**config.mk**
```make
export PLATFORM = sky130hd
export DESIGN_NAME = sysclk_mode_power_ctrl
export DESIGN_NICKNAME = d
export VERILOG_FILES = /design/src/sysclk_pkg.sv /design/src/sysclk_mode_power_ctrl.sv
export SDC_FILE = /design/constraint.sdc
export NUM_CORES = 1
export LEC_CHECK = 0
export BUFFER_PORTS_ARGS = -buffer_cell sky130_fd_sc_hd__buf_4
export CAP_MARGIN = 10
export CORE_ASPECT_RATIO = 1.1
export CORE_MARGIN = 4
export CORE_UTILIZATION = 40
export DETAILED_ROUTE_END_ITERATION = 8
export PLACE_DENSITY = 0.75
export SLEW_MARGIN = 15
export SYNTH_ARGS = -nofsm -noshare
export SYNTH_HDL_FRONTEND = slang
export SYNTH_SLANG_ARGS = --single-unit
```
**constraint.sdc**
```tcl
create_clock -name aclk -period 1.7 [get_ports aclk]
set_input_delay 0.255 -clock aclk [delete_from_list [all_inputs] [get_ports aclk]]
set_output_delay 0.255 -clock aclk [all_outputs]
set_load 0.02 [all_outputs]
```
**src/sysclk_pkg.sv**
```systemverilog
package sysclk_pkg;

  // Register byte offsets on the AXI4-Lite bus.
  localparam logic [3:0] ADDR_SYS_CLK_CTRL = 4'h0;
  localparam logic [3:0] ADDR_FAST_OSC_CTRL = 4'h4;
  localparam logic [3:0] ADDR_PORTA_WAKE = 4'h8;
  localparam logic [3:0] ADDR_STATUS = 4'hc;

  // Field positions.
  localparam int SYS_CLK_SEL_LSB = 5;
  localparam int FAST_IDLE_BIT = 1;
  localparam int SLOW_IDLE_BIT = 0;
  localparam int FOC_STABLE_BIT = 1;
  localparam int FOC_EN_BIT = 0;

  // Reset values.
  localparam logic [2:0] SEL_RESET = 3'h0;
  localparam logic FHI_RESET = 1'b0;
  localparam logic FSI_RESET = 1'b0;
  localparam logic FOSC_EN_RESET = 1'b1;
  localparam logic FOSC_STABLE_RESET = 1'b0;
  localparam logic POWERDOWN_RESET = 1'b0;
  localparam logic TIMEOUT_RESET = 1'b0;

  // Clock select code that picks the slow oscillator.
  localparam logic [2:0] SEL_SLOW = 3'h7;

  localparam logic [1:0] RESP_OKAY = 2'h0;
  localparam logic [1:0] RESP_SLVERR = 2'h2;

  // Operating modes, Gray coded in the order listed below.
  typedef enum logic [2:0] {
    MODE_NORMAL = 3'h0,
    MODE_SLOW = 3'h1,
    MODE_SLEEP = 3'h3,
    MODE_IDLE_SLOW_ONLY = 3'h2,
    MODE_IDLE_BOTH_CLOCKS = 3'h6,
    MODE_IDLE_FAST_ONLY = 3'h7
  } mode_e;

  // System clock control register layout.
  typedef struct packed {
    logic [2:0] sys_clk_select;
    logic [2:0] unused;
    logic fast_idle_enable;
    logic slow_idle_enable;
  } sys_clk_ctrl_s;

  // Wake-up report towards the CPU core.
  typedef struct packed {
    logic resume_next;
    logic service_irq;
    logic pc_sp_reset;
  } wake_s;

endpackage : sysclk_pkg

```
**src/sysclk_mode_power_ctrl.sv**
```systemverilog
`timescale 1ns/1ps
`default_nettype none
module sysclk_mode_power_ctrl #(
  parameter int PORTA_WIDTH = 8
) (
  input wire logic aclk,
  input wire logic aresetn,
  input wire logic [3:0] s_axi_awaddr,
  input wire logic s_axi_awvalid,
  output logic s_axi_awready,
  input wire logic [31:0] s_axi_wdata,
  input wire logic [3:0] s_axi_wstrb,
  input wire logic s_axi_wvalid,
  output logic s_axi_wready,
  output logic [1:0] s_axi_bresp,
  output logic s_axi_bvalid,
  input wire logic s_axi_bready,
  input wire logic [3:0] s_axi_araddr,
  input wire logic s_axi_arvalid,
  output logic s_axi_arready,
  output logic [31:0] s_axi_rdata,
  output logic [1:0] s_axi_rresp,
  output logic s_axi_rvalid,
  input wire logic s_axi_rready,
  input wire logic fast_osc_tick,
  input wire logic fast_osc_ready,
  input wire logic slow_osc_tick,
  input wire logic slow_osc_ready,
  input wire logic halt_req,
  input wire logic clr_wdt_req,
  input wire logic wdt_enable,
  input wire logic wdt_overflow,
  input wire logic [PORTA_WIDTH-1:0] porta_pins,
  input wire logic irq_request,
  input wire logic irq_enabled,
  input wire logic stack_full,
  output logic fast_osc_enable_out,
  output logic slow_osc_enable_out,
  output logic sys_clk_en,
  output logic cpu_halted,
  output sysclk_pkg::mode_e mode,
  output logic wdt_clear,
  output logic powerdown_flag,
  output logic wdt_timeout_flag,
  output logic wake,
  output sysclk_pkg::wake_s wake_info
);
  import sysclk_pkg::*;

  if (PORTA_WIDTH < 1 || PORTA_WIDTH > 8) begin : g_bad_width
    $error("PORTA_WIDTH must lie between 1 and 8");
  end

  sys_clk_ctrl_s system_clock_control;
  logic [2:0] sys_clk_select;
  logic fast_idle_enable;
  logic slow_idle_enable;
  logic fast_osc_enable;
  logic fast_osc_stable_flag;
  logic [PORTA_WIDTH-1:0] porta_wake_enable;
  logic [PORTA_WIDTH-1:0] porta_prev;
  logic [2:0] cur_sel;
  logic [5:0] div_cnt;
  logic irq_wake_blocked;
  logic halted;

  assign sys_clk_select = system_clock_control.sys_clk_select;
  assign fast_idle_enable = system_clock_control.fast_idle_enable;
  assign slow_idle_enable = system_clock_control.slow_idle_enable;

  // ---------------- AXI4-Lite slave ----------------
  logic wr_fire;
  logic rd_fire;
  logic wr_hit;
  logic rd_hit;
  logic [31:0] rd_word;

  // Writable registers; the status word answers reads only.
  function automatic logic writable_addr(input logic [3:0] a);
    return (a == ADDR_SYS_CLK_CTRL) || (a == ADDR_FAST_OSC_CTRL) ||
           (a == ADDR_PORTA_WAKE);
  endfunction : writable_addr

  assign wr_fire = s_axi_awvalid && s_axi_wvalid && !s_axi_awready &&
                   !s_axi_bvalid;
  assign rd_fire = s_axi_arvalid && !s_axi_arready && !s_axi_rvalid;
  assign wr_hit = writable_addr(s_axi_awaddr);
  assign rd_hit = writable_addr(s_axi_araddr) ||
                  (s_axi_araddr == ADDR_STATUS);

  // Address and data are taken together so one write is never split.
  always_ff @(posedge aclk) begin
    if (!aresetn) begin
      s_axi_awready <= 1'b0;
      s_axi_wready <= 1'b0;
      s_axi_bvalid <= 1'b0;
      s_axi_bresp <= RESP_OKAY;
    end else begin
      s_axi_awready <= wr_fire;
      s_axi_wready <= wr_fire;
      if (wr_fire) begin
        s_axi_bvalid <= 1'b1;
        s_axi_bresp <= wr_hit ? RESP_OKAY : RESP_SLVERR;
      end else if (s_axi_bready) begin
        s_axi_bvalid <= 1'b0;
      end
    end
  end

  always_comb begin
    rd_word = 32'h0;
    case (s_axi_araddr)
      ADDR_SYS_CLK_CTRL: begin
        rd_word[7:0] = system_clock_control;
        rd_word[4:2] = 3'h0;
      end
      ADDR_FAST_OSC_CTRL: begin
        rd_word[FOC_STABLE_BIT] = fast_osc_stable_flag;
        rd_word[FOC_EN_BIT] = fast_osc_enable;
      end
      ADDR_PORTA_WAKE: rd_word[PORTA_WIDTH-1:0] = porta_wake_enable;
      ADDR_STATUS: rd_word[9:0] = {cur_sel, mode, wdt_timeout_flag,
                                   powerdown_flag, irq_wake_blocked,
                                   halted};
      default: rd_word = 32'h0;
    endcase
  end

  always_ff @(posedge aclk) begin
    if (!aresetn) begin
      s_axi_arready <= 1'b0;
      s_axi_rvalid <= 1'b0;
      s_axi_rdata <= 32'h0;
      s_axi_rresp <= RESP_OKAY;
    end else begin
      s_axi_arready <= rd_fire;
      if (rd_fire) begin
        s_axi_rvalid <= 1'b1;
        s_axi_rdata <= rd_word;
        s_axi_rresp <= rd_hit ? RESP_OKAY : RESP_SLVERR;
      end else if (s_axi_rready) begin
        s_axi_rvalid <= 1'b0;
      end
    end
  end

  logic wr_lane0;
  assign wr_lane0 = wr_fire && s_axi_wstrb[0];

  // Control registers. The idle bits are frozen while halted because
  // the CPU that would write them is stopped, and the oscillators must
  // not change under a low-power mode that has already been entered.
  always_ff @(posedge aclk) begin
    if (!aresetn) begin
      system_clock_control.sys_clk_select <= SEL_RESET;
      system_clock_control.unused <= 3'h0;
      system_clock_control.fast_idle_enable <= FHI_RESET;
      system_clock_control.slow_idle_enable <= FSI_RESET;
      fast_osc_enable <= FOSC_EN_RESET;
      porta_wake_enable <= '0;
    end else if (wr_lane0) begin
      case (s_axi_awaddr)
        ADDR_SYS_CLK_CTRL: begin
          system_clock_control.sys_clk_select <=
            s_axi_wdata[SYS_CLK_SEL_LSB +: 3];
          if (!halted) begin
            system_clock_control.fast_idle_enable <=
              s_axi_wdata[FAST_IDLE_BIT];
            system_clock_control.slow_idle_enable <=
              s_axi_wdata[SLOW_IDLE_BIT];
          end
        end
        ADDR_FAST_OSC_CTRL: fast_osc_enable <= s_axi_wdata[FOC_EN_BIT];
        ADDR_PORTA_WAKE: porta_wake_enable <= s_axi_wdata[PORTA_WIDTH-1:0];
        default: system_clock_control.unused <= 3'h0;
      endcase
    end
  end

  // ---------------- Oscillator control ----------------
  logic fast_en_prev;
  logic next_fast_run;
  logic next_slow_run;

  always_comb begin
    next_fast_run = fast_osc_enable;
    next_slow_run = 1'b1;
    if (halted) begin
      next_fast_run = fast_osc_enable && fast_idle_enable;
      next_slow_run = slow_idle_enable || wdt_enable;
    end
  end

  always_ff @(posedge aclk) begin
    if (!aresetn) begin
      fast_osc_enable_out <= FOSC_EN_RESET;
      slow_osc_enable_out <= 1'b1;
    end else begin
      fast_osc_enable_out <= next_fast_run;
      slow_osc_enable_out <= next_slow_run;
    end
  end

  // A fresh enable first drops the flag; the oscillator must then report
  // ready again before the flag rises.
  always_ff @(posedge aclk) begin
    if (!aresetn) begin
      fast_osc_stable_flag <= FOSC_STABLE_RESET;
      fast_en_prev <= 1'b0;
    end else begin
      fast_en_prev <= fast_osc_enable_out;
      if (!fast_osc_enable_out || (fast_osc_enable_out && !fast_en_prev)) begin
        fast_osc_stable_flag <= 1'b0;
      end else if (fast_osc_ready) begin
        fast_osc_stable_flag <= 1'b1;
      end
    end
  end

  // ---------------- System clock divider ----------------
  logic [5:0] div_mask;
  logic src_pulse;
  logic tgt_ok;
  logic may_switch;
  logic do_switch;

  assign div_mask = 6'((7'h1 << cur_sel) - 7'h1);
  assign src_pulse = (cur_sel == SEL_SLOW) ? slow_osc_tick :
                     (fast_osc_tick && ((div_cnt & div_mask) == div_mask));
  assign tgt_ok = (sys_clk_select == SEL_SLOW) ? slow_osc_ready :
                  fast_osc_stable_flag;
  // An old fast source that has lost its stable flag may never give the boundary, so it may be left.
  assign may_switch = src_pulse ||
                      ((cur_sel != SEL_SLOW) && !fast_osc_stable_flag);
  assign do_switch = (sys_clk_select != cur_sel) && tgt_ok && may_switch;

  // The selection changes at the end of an old period, or at once when an old
  // fast source has lost its stable flag, and the divider restarts.
  always_ff @(posedge aclk) begin
    if (!aresetn) begin
      cur_sel <= SEL_SLOW;
      div_cnt <= 6'h0;
    end else if (do_switch) begin
      cur_sel <= sys_clk_select;
      div_cnt <= 6'h0;
    end else if (fast_osc_tick) begin
      div_cnt <= div_cnt + 6'h1;
    end
  end

  always_ff @(posedge aclk) begin
    if (!aresetn) begin
      sys_clk_en <= 1'b0;
    end else begin
      sys_clk_en <= src_pulse && !halted && !halt_req;
    end
  end

  // ---------------- Halt and wake-up ----------------
  logic halt_take;
  logic [PORTA_WIDTH-1:0] porta_fall;
  logic port_wake;
  logic irq_wake;
  logic wake_now;
  mode_e next_halt_mode;

  assign halt_take = halt_req && !halted;
  assign porta_fall = porta_prev & ~porta_pins;
  assign port_wake = |(porta_fall & porta_wake_enable);
  assign irq_wake = irq_request && !irq_wake_blocked;
  assign wake_now = halted && (port_wake || irq_wake || wdt_overflow);

  always_comb begin
    case ({fast_idle_enable, slow_idle_enable})
      2'b00: next_halt_mode = MODE_SLEEP;
      2'b01: next_halt_mode = MODE_IDLE_SLOW_ONLY;
      2'b11: next_halt_mode = MODE_IDLE_BOTH_CLOCKS;
      2'b10: next_halt_mode = MODE_IDLE_FAST_ONLY;
      default: next_halt_mode = MODE_SLEEP;
    endcase
  end

  always_ff @(posedge aclk) begin
    if (!aresetn) begin
      porta_prev <= '0;
    end else begin
      porta_prev <= porta_pins;
    end
  end

  // Halted covers every low-power mode; the core holds memory, registers
  // and port levels while it sees cpu_halted.
  always_ff @(posedge aclk) begin
    if (!aresetn) begin
      halted <= 1'b0;
      cpu_halted <= 1'b0;
      irq_wake_blocked <= 1'b0;
    end else if (halt_take) begin
      halted <= 1'b1;
      cpu_halted <= 1'b1;
      irq_wake_blocked <= irq_request;
    end else if (wake_now) begin
      halted <= 1'b0;
      cpu_halted <= 1'b0;
      irq_wake_blocked <= 1'b0;
    end
  end

  always_ff @(posedge aclk) begin
    if (!aresetn) begin
      mode <= MODE_SLOW;
    end else if (halt_take) begin
      mode <= next_halt_mode;
    end else if (!halted || wake_now) begin
      mode <= (cur_sel == SEL_SLOW) ? MODE_SLOW : MODE_NORMAL;
    end
  end

  // Halt entry wins over a clear in the same cycle, so the flag is set.
  always_ff @(posedge aclk) begin
    if (!aresetn) begin
      powerdown_flag <= POWERDOWN_RESET;
      wdt_timeout_flag <= TIMEOUT_RESET;
      wdt_clear <= 1'b0;
    end else begin
      wdt_clear <= halt_take || clr_wdt_req;
      if (halt_take) begin
        powerdown_flag <= 1'b1;
      end else if (clr_wdt_req) begin
        powerdown_flag <= 1'b0;
      end
      if (wdt_overflow) begin
        wdt_timeout_flag <= 1'b1;
      end else if (halt_take) begin
        wdt_timeout_flag <= 1'b0;
      end
    end
  end

  // The watchdog cause takes precedence: it restarts the program counter
  // and stack pointer regardless of the other causes in the same cycle.
  always_ff @(posedge aclk) begin
    if (!aresetn) begin
      wake <= 1'b0;
      wake_info <= '0;
    end else begin
      wake <= wake_now;
      wake_info <= '0;
      if (wake_now) begin
        if (wdt_overflow) begin
          wake_info.pc_sp_reset <= 1'b1;
        end else if (irq_wake && irq_enabled && !stack_full) begin
          wake_info.service_irq <= 1'b1;
        end else begin
          wake_info.resume_next <= 1'b1;
        end
      end
    end
  end

endmodule : sysclk_mode_power_ctrl
`default_nettype wire

```
After elaboration in Yosys (flattened, before gate mapping)
Cells that the tools add are included.
{"block": "word_totals", "register_bits": 66, "latchBits": 0, "ramBits": 0, "romBits": 0, "inputBits": 70, "output_inout_bits": 55, "elab_cells": 140, "n_memories": 0}
{"block": "classes", "add_sub_neg": 2, "n_mul": 0, "div_mod_pow": 0, "magnitude_cmp": 0, "eq_ne": 13, "shifts": 1, "muxes": 26, "bitwise_logic": 7, "reduce_logical": 61}
{"operator": "$logic_and 1x1->1", "n": 19}
{"operator": "$mux 1", "n": 18}
{"operator": "$pmux 6 s3", "n": 1}
{"operator": "$and 8x8->8", "n": 2}
{"operator": "$eq 4x4->1 const B", "n": 3}
{"operator": "$logic_or 1x1->1", "n": 12}
{"operator": "$pmux 3 s4", "n": 1}
{"operator": "$reduce_bool 2->1", "n": 6}
{"operator": "$logic_not 1->1", "n": 11}
{"operator": "$reduce_and 2->1", "n": 5}
{"operator": "$eq 4x3->1 const B", "n": 2}
{"operator": "$logic_not 4->1", "n": 2}
{"operator": "$not 8->8", "n": 1}
{"operator": "$pmux 2 s4", "n": 1}
{"operator": "$reduce_or 8->1", "n": 1}
{"operator": "$add 6x1->6 const B", "n": 1}
{"operator": "$and 6x6->6", "n": 1}
{"operator": "$eq 3x3->1 const B", "n": 2}
{"operator": "$eq 6x6->1", "n": 1}
{"operator": "$mux 2", "n": 3}
{"operator": "$mux 3", "n": 2}
{"operator": "$shl 1x3->6 const A", "n": 1}
{"operator": "$sub 6x1->6 const B", "n": 1}
{"operator": "$eq 2x2->1 const B", "n": 2}
{"operator": "other kinds (8)", "n": 11}

Longest topological paths before layout
Gate-level depths: netlist of run 1.
{"block": "logic_depth", "ltp_word": 10, "mapped_depth": 6, "mapped_depth_nobuf": 5}

Least setup slack after synthesis of run 1
Ideal clock, no wire load.
{"block": "synth_path", "path_kind": "reg2reg", "start": "reg s_axi_wready (netlist name)", "end": "reg porta_wake_enable[7]", "setup_time_ns": 0.128, "t_arrival_ns": 1.518, "t_required_ns": 1.572, "setup_slack_ns": 0.054, "path_stages_with_launch": 7, "n_path_buf": 1, "period_less_slack_ns": 1.646, "path_cell_list": "dfxtp_1 > and4bb_4 > nand3_4 > or3b_1 > buf_6 > mux2i_1 > nor2_1"}
{"element": "end signal: assignment", "line": "sysclk_mode_power_ctrl.sv:174", "source": "ADDR_PORTA_WAKE: porta_wake_enable <= s_axi_wdata[PORTA_WIDTH-1:0];"}
{"element": "end: declaration", "line": "sysclk_mode_power_ctrl.sv:60", "source": "logic [PORTA_WIDTH-1:0] porta_wake_enable;"}

Final worst setup path of run 1
{"block": "layout_path", "start": "reg s_axi_bvalid", "end": "reg porta_wake_enable[5]"}
{"block": "layout_between", "elab_chain_cells": 4}
{"element": "start: declaration", "line": "sysclk_mode_power_ctrl.sv:16", "source": "output logic s_axi_bvalid,"}
{"element": "start signal: assignment", "line": "sysclk_mode_power_ctrl.sv:96", "source": "s_axi_bvalid <= 1'b0;"}
{"element": "start signal: assignment", "line": "sysclk_mode_power_ctrl.sv:102", "source": "s_axi_bvalid <= 1'b1;"}
{"element": "start signal: assignment", "line": "sysclk_mode_power_ctrl.sv:105", "source": "s_axi_bvalid <= 1'b0;"}
{"element": "$logic_not 1->1", "line": "sysclk_mode_power_ctrl.sv:85", "source": "!s_axi_bvalid;"}
{"element": "$logic_and 1x1->1", "line": "sysclk_mode_power_ctrl.sv:84", "source": "assign wr_fire = s_axi_awvalid && s_axi_wvalid && !s_axi_awready &&"}
{"element": "$logic_and 1x1->1", "line": "sysclk_mode_power_ctrl.sv:148", "source": "assign wr_lane0 = wr_fire && s_axi_wstrb[0];"}
{"element": "$reduce_and 2->1 (no source line)"}
Every way passes these cells.
A chain may end at the register's enable or synchronous reset.

==> results of run 1 <==
==> final cells by class <==
cell class                 instances  share of cell area (%)
clock buffer                      11                    4.04
clock inverter                     5                    2.74
inverter                           6                   0.601
multi-input combinational        219                    37.7
sequential                        64                    34.3
tap                               85                    2.84
timing repair buffer              86                    17.8
==> per-stage QoR <==
stage	area, um2	hold WS (ns)	total power, mW
detailed placement	3440	0.448	2.04
floorplan	2960	0.331	1.90
global placement	3440	0.442	2.03
global route	3750	0.0982	3.80
CTS	3700	0.0909	3.68
finish	3750	0.100	3.67
==> sequential cells by signal, indices dropped and copies added, names as in the netlist, 3 cells and up <==
name / cells
porta_wake_enable: 8
cur_sel: 3
porta_prev: 8
sys_clk_select: 3
s_axi_rdata: 10
div_cnt: 6
mode: 3
wake_info: 3
==> per-layer routing <==
layer	wire (um)	GRT usage, %
met4	142	6.51
met2	3400	25.3
met1	3010	19.8
met5	0	0
met3	458	5.20
==> worst paths after layout <==
check	to	cells after the start	slack (ns)
min	slow_osc_enable_out$_SDFF_PN1_	2	0.10
max reg2reg	porta_wake_enable[5]$_SDFFE_PN0P_	6	0.04
min reg2reg	fast_osc_stable_flag$_SDFFE_PP0P_	1	0.46
max	porta_wake_enable[5]$_SDFFE_PN0P_	6	0.04
==> layout by cell type, fill, tap and decap left out, types with 2 or more instances in the layout <==
| master | synthesis | layout |
|---|---|---|
| bufinv_16 | 0 | 3 |
| and2_1 | 13 | 13 |
| inv_1 | 5 | 5 |
| a21boi_0 | 2 | 2 |
| a21oi_1 | 7 | 7 |
| mux4_2 | 2 | 2 |
| mux2i_1 | 23 | 22 |
| a32oi_1 | 3 | 3 |
| mux2_2 | 4 | 4 |
| nand2_1 | 17 | 17 |
| o21ai_0 | 7 | 7 |
| a22oi_1 | 5 | 5 |
| dfxtp_2 | 0 | 2 |
| xnor2_1 | 7 | 7 |
| nor3b_1 | 2 | 2 |
| dfxtp_1 | 64 | 62 |
| nand2b_1 | 3 | 3 |
| nand4_1 | 5 | 5 |
| nor2b_1 | 3 | 3 |
| clkbuf_8 | 0 | 11 |
| o22ai_1 | 2 | 2 |
| nor3_1 | 6 | 6 |
| nor2_1 | 40 | 40 |
| nand3_1 | 6 | 6 |
| and3_1 | 8 | 8 |
| a2bb2oi_1 | 2 | 2 |
| conb_1 | 1 | 24 |
| buf_4 | 25 | 84 |
| nand3b_1 | 8 | 8 |
==> cell families after synthesis <==
family | after synthesis | synth area share (%)
simple gates | 122 | 23.2
flops | 64 | 44.6
compound gates | 35 | 8.36
buf+inv | 46 | 9.75
mux | 29 | 11.1
xor+xnor | 8 | 2.44
fa+ha+maj | 1 | 0.435
other cells | 1 | 0.130
==> where the power goes <==
| part | leakage (nW) | switching, mW | internal, mW |
|---|---|---|---|
| sequential | 0.523 | 0.0400 | 1.55 |
| combinational | 1.07 | 0.238 | 0.192 |
| clock | 0.126 | 0.593 | 1.05 |
| total | 1.72 | 0.872 | 2.79 |
==> cells in the mapped netlist, types with 5 or more instances <==
library cell,count,share of area (%)
a21oi_1,7,1.2
nor2_1,40,5.2
xnor2_1,7,2.1
a22oi_1,5,1.3
and3_1,8,1.7
mux2i_1,23,8.0
nand4_1,5,1.1
and2_1,13,2.8
nand2_1,17,2.2
nand3b_1,8,2.1
o21ai_0,7,1.2
inv_1,5,0.65
clkbuf_1,8,1.0
nand3_1,6,1.0
dfxtp_1,64,45
nor3_1,6,1.0
buf_4,25,6.5
==> repair_timing <==
action	CTS	global route
endpoints found under the setup margin	0	17
hold endpoints to repair	0	0
gates resized for setup	0	7
buffers inserted	0	3
==> impl_metrics.env, run 1 <==
export IMPL_cp_max_fo=8
export IMPL_worst_ir_drop_vdd_uv=433
export IMPL_syn_area_per_cell_um2=9.39
export IMPL_hold_viol_final=0
export IMPL_pre_cts_slack_ns=0.0507
export IMPL_root_buffer="clkbuf_8"
export IMPL_crit_buf_inv=1
export IMPL_fill_cells=630
export IMPL_crit_path_start_kind="flop"
export IMPL_htree_levels=3
export IMPL_worstHoldStart="wdt_enable"
export IMPL_drc=0
export IMPL_final_util_pct=53.5
export IMPL_die_h_um=96.9
export IMPL_finalCritPeriodShare_pct=97.5
export IMPL_ant_nets=0
export IMPL_die_area_um2=8610
export IMPL_synth_ff_type="dfxtp_1"
export IMPL_grt_setup_unrepaired="true"
export IMPL_grt_max_degree=36
export IMPL_globalplace_congestion=0.855
export IMPL_timing_rr_start="s_axi_bvalid$_SDFFE_PN0P_"
export IMPL_power_density_nw_per_um2=978
export IMPL_wl_mm=7.01
export IMPL_drive_above_1_share_pct=29.9
export IMPL_core_um2=7010
export IMPL_critPathLaunch="s_axi_bvalid$_SDFFE_PN0P_"
export IMPL_synthArstFlopShare_pct=0
export IMPL_ys_seq_area_share_pct=44.6
export IMPL_holdBufCountCts=0
export IMPL_crit_slowest_cell="or3b_4"
export IMPL_arrival_ns=1.89
export IMPL_final_cells=476
export IMPL_cts_sinks=64
export IMPL_hold_class="in -> reg"
export IMPL_worstPathCellList="and4bb_4 -> nand3_4 -> or3b_4 -> buf_8 -> mux2i_2 -> nor2_1"
export IMPL_dr_pass1_iters=4
export IMPL_via_per_inst=4.95
export IMPL_ys_ff_latch=64
export IMPL_ys_warnings_count=0
export IMPL_antenna_found_initial=0
export IMPL_critical_path_max_stage_delay_ns=0.38
export IMPL_num_antenna_cells=0
export IMPL_ff_latch_area_um2=1280
export IMPL_wl_per_cell_um=14.7
export IMPL_final_setup_worst_slack_ns=0.0433
export IMPL_nets=457
export IMPL_drv_max_cap_violation_count=0
export IMPL_track_usage_pct=16.0
export IMPL_areaGrowthSynthToFinish_pct=30.3
export IMPL_p_leak_nw=1.72
export IMPL_numCtsBuffers=9
export IMPL_clockBufferDepth=2
export IMPL_outcome="complete, no violations"
export IMPL_clk_pin_slew_ns=0.07
export IMPL_grt_overflow=0
export IMPL_multiInputGateArea_um2=1410
export IMPL_setup_tns_ns=0
export IMPL_worst_endpoint_required_ns=1.93
export IMPL_io_buffer_count=73
export IMPL_netlist_area_um2=2870
export IMPL_vias=2358
export IMPL_finalSetupViolations=0
export IMPL_clk_latency_ns=0.34
export IMPL_die_w_um=88.8
export IMPL_end_kind="flop"
export IMPL_synthDistinctLibCells=51
export IMPL_drt_initial_drc_count=156
export IMPL_pin_count=125
export IMPL_cp_top_family="simple AND/OR/NAND/NOR gates"
export IMPL_first_global_vias=2220
export IMPL_place_inst=457
export IMPL_fin_skew_ns=0.00875
export IMPL_syn_inst=306
export IMPL_critPathKind="reg -> reg"
export IMPL_finalMaxSlewViolations=0
export IMPL_cts_tree="built"
export IMPL_max_freq_ghz=0.604
export IMPL_num_rows=32
export IMPL_grt_pass1_wl_mm=10.6
export IMPL_start_util_pct=41.0
export IMPL_fin_crit_ns=1.66
export IMPL_synth_edff_count=0
export IMPL_dp_hpwl_mm=5.16
(Power assumes the default switching activity.)
==> run 2, diff against run 1 <==
--- a/config.mk
+++ b/config.mk
@@ -10,7 +10,7 @@
 export CORE_ASPECT_RATIO = 1.1
 export CORE_MARGIN = 4
-export CORE_UTILIZATION = 40
+export CORE_UTILIZATION = 47
 export DETAILED_ROUTE_END_ITERATION = 8
-export PLACE_DENSITY = 0.75
+export PLACE_DENSITY = 0.85
 export SLEW_MARGIN = 15
 export SYNTH_ARGS = -nofsm -noshare
==> constraint.sdc (replaced) <==
create_clock -name aclk -period 1.8 [get_ports aclk]
set_input_delay 0.09 -clock aclk [delete_from_list [all_inputs] [get_ports aclk]]
set_output_delay 0.09 -clock aclk [all_outputs]
set_load 0.02 [all_outputs]
==> impl_metrics.env, run 2 (synthesis gave the netlist of run 1 again) <==
export IMPL_hold_class="in -> reg"
export IMPL_grt_pass1_wl_mm=11.1
export IMPL_arrival_ns=1.91
export IMPL_layout_common_cells="buf_4 (80), dfxtp_1 (64), nor2_1 (40)"
export IMPL_wl_per_cell_um=14.4
export IMPL_switchingPower_uw=779
export IMPL_final_common_cell="buf_4"
export IMPL_finalMaxSlewViolations=0
export IMPL_ff_latch_area_um2=1280
export IMPL_clockBufferDepth=2
export IMPL_dp_hpwl_mm=5.11
export IMPL_dr_pass1_iters=4
export IMPL_grt_setup_unrepaired="false"
export IMPL_worstPathCellList="a21boi_0 -> and2_1 -> o21ai_0 -> nand4_4 -> and3_1"
export IMPL_cts_sinks=64
export IMPL_stdcell_area_um2=3750
export IMPL_sequentialPowerShare_pct=51.4
export IMPL_top_regs="s_axi_rdata x10, porta_prev x8, porta_wake_enable x8"
export IMPL_final_cells=479
export IMPL_globalplace_congestion=0.785
export IMPL_place_inst=447
export IMPL_numCtsBuffers=9
export IMPL_drt_initial_drc_count=138
export IMPL_vias=2428
export IMPL_power_density_nw_per_um2=778
export IMPL_ant_nets=0
export IMPL_largest_reg_flops=10
export IMPL_cp_max_fo=9
export IMPL_drc=0
export IMPL_clk_pin_slew_ns=0.07
export IMPL_hold_viol_final=0
export IMPL_antenna_found_initial=0
export IMPL_critPathKind="reg -> reg"
export IMPL_num_antenna_cells=0
export IMPL_root_buffer="clkbuf_8"
export IMPL_p_int_mw=2.14
export IMPL_io_buffer_count=73
export IMPL_drive_above_1_share_pct=26.4
export IMPL_clkPwrFrac_pct=34.1
export IMPL_fin_skew_ns=0.00500
export IMPL_pre_cts_slack_ns=0.129
export IMPL_num_rows=29
export IMPL_die_h_um=90.0
export IMPL_switching_share_pct=26.7
export IMPL_end_kind="flop"
export IMPL_setup_tns_ns=0
export IMPL_crit_path_start_kind="flop"
export IMPL_p_leak_nw=1.73
export IMPL_start_util_pct=49.2
export IMPL_pin_count=125
export IMPL_die_w_um=82.6
export IMPL_fill_cells=466
export IMPL_worst_endpoint_required_ns=2.03
export IMPL_critical_path_max_stage_delay_ns=0.49
export IMPL_first_global_vias=2348
export IMPL_fin_crit_ns=1.68
export IMPL_core_um2=5840
export IMPL_regMostFlops="s_axi_rdata"
export IMPL_finalSetupViolations=0
export IMPL_grt_max_degree=43
export IMPL_clk_latency_ns=0.33
export IMPL_areaGrowthSynthToFinish_pct=30.5
export IMPL_final_setup_worst_slack_ns=0.119
export IMPL_post_dp_cell_area_um2=3420
export IMPL_combPwrFrac_pct=14.5
export IMPL_htree_levels=3
export IMPL_multiInputGateArea_um2=1410
export IMPL_final_util_pct=64.2
export IMPL_track_usage_pct=19.1
export IMPL_finalCritPeriodShare_pct=93.4
export IMPL_crit_slowest_cell="dfxtp_1"
export IMPL_max_freq_ghz=0.595
export IMPL_drv_max_cap_violation_count=0
export IMPL_cts_tree="built"
export IMPL_nets=469
export IMPL_die_area_um2=7430
export IMPL_outcome="complete, no violations"
export IMPL_wl_mm=6.87
export IMPL_worst_ir_drop_vdd_uv=433
export IMPL_via_per_inst=5.07
export IMPL_grt_overflow=0
run 2: cell types whose count changed in the layout (fill, tap and decap cells not counted), sizes merged:
| cell | delta |
|---|---|
| dlygate4sd3 | +17 |
| buf | -5 |
| clkinv | +4 |
| bufinv | -3 |
| clkbuf | -1 |
| clkinvlp | -1 |
run 2: critical path: cells and delay by family (launching register included):
kind             cells  cell delay, ns
AO/OA/AOI/OAI        2            0.44
flip-flops           1            0.49
AND/OR/NAND/NOR      3            0.65
run 2: timing repair:
item                                    4_1_cts  5_1_grt
hold endpoints to repair                     18        0
setup buffers                                 0        0
hold buffers                                 17        0
endpoints found under the setup margin        0        1
gates resized for setup                       0        1
run 2: metal layers:
| layer | track usage (%) | vias to the layer above | part of all wire (%) |
|---|---|---|---|
| li1 | - | 1195 | - |
| met1 | 23.2 | 1143 | 42 |
| met2 | 32.4 | 84 | 51 |
| met3 | 5.00 | 6 | 5.9 |
| met4 | 5.45 | 0 | 0.89 |
| met5 | 0 | - | 0 |
run 2: path summary, 6_finish.rpt:
kind | startpoint | end | slack [ns] | cells after the start
hold / removal | s_axi_wdata[2] | porta_wake_enable[2]$_SDFFE_PN0P_ | 0.01 | 3
setup reg to reg | cur_sel[1]$_SDFFE_PN1P_ | div_cnt[3]$_SDFFE_PP0P_ | 0.12 | 5
setup / recovery | cur_sel[1]$_SDFFE_PN1P_ | div_cnt[3]$_SDFFE_PP0P_ | 0.12 | 5
hold reg to reg | fast_en_prev$_SDFF_PN0_ | fast_osc_stable_flag$_SDFFE_PP0P_ | 0.46 | 1
run 2: cell type report:
type | count | share of cell area, %
sequential | 64 | 34.2
tap | 77 | 2.57
timing repair buffer | 98 | 21.1
clock buffer | 10 | 3.40
clock inverter | 5 | 0.667
inverter | 6 | 0.600
multi-input combinational | 219 | 37.5
run 2: power by group through the flow:
stage	clock network [mW]	logic [mW]	registers (mW)
CTS	1.01	0.420	1.50
detailed placement	0	0.390	1.53
global route	1.08	0.458	1.50
global placement	0	0.382	1.53
floorplan	0	0.239	1.55
finish	0.995	0.424	1.50
run 2: stage by stage:
step                      power [mW]  hold WS (ns)
final                           2.92        0.0107
after global routing            3.04        0.0217
after CTS                       2.93       0.00225
after detailed placement        1.92         0.284
after global placement          1.91         0.281
after floorplan                 1.79         0.166
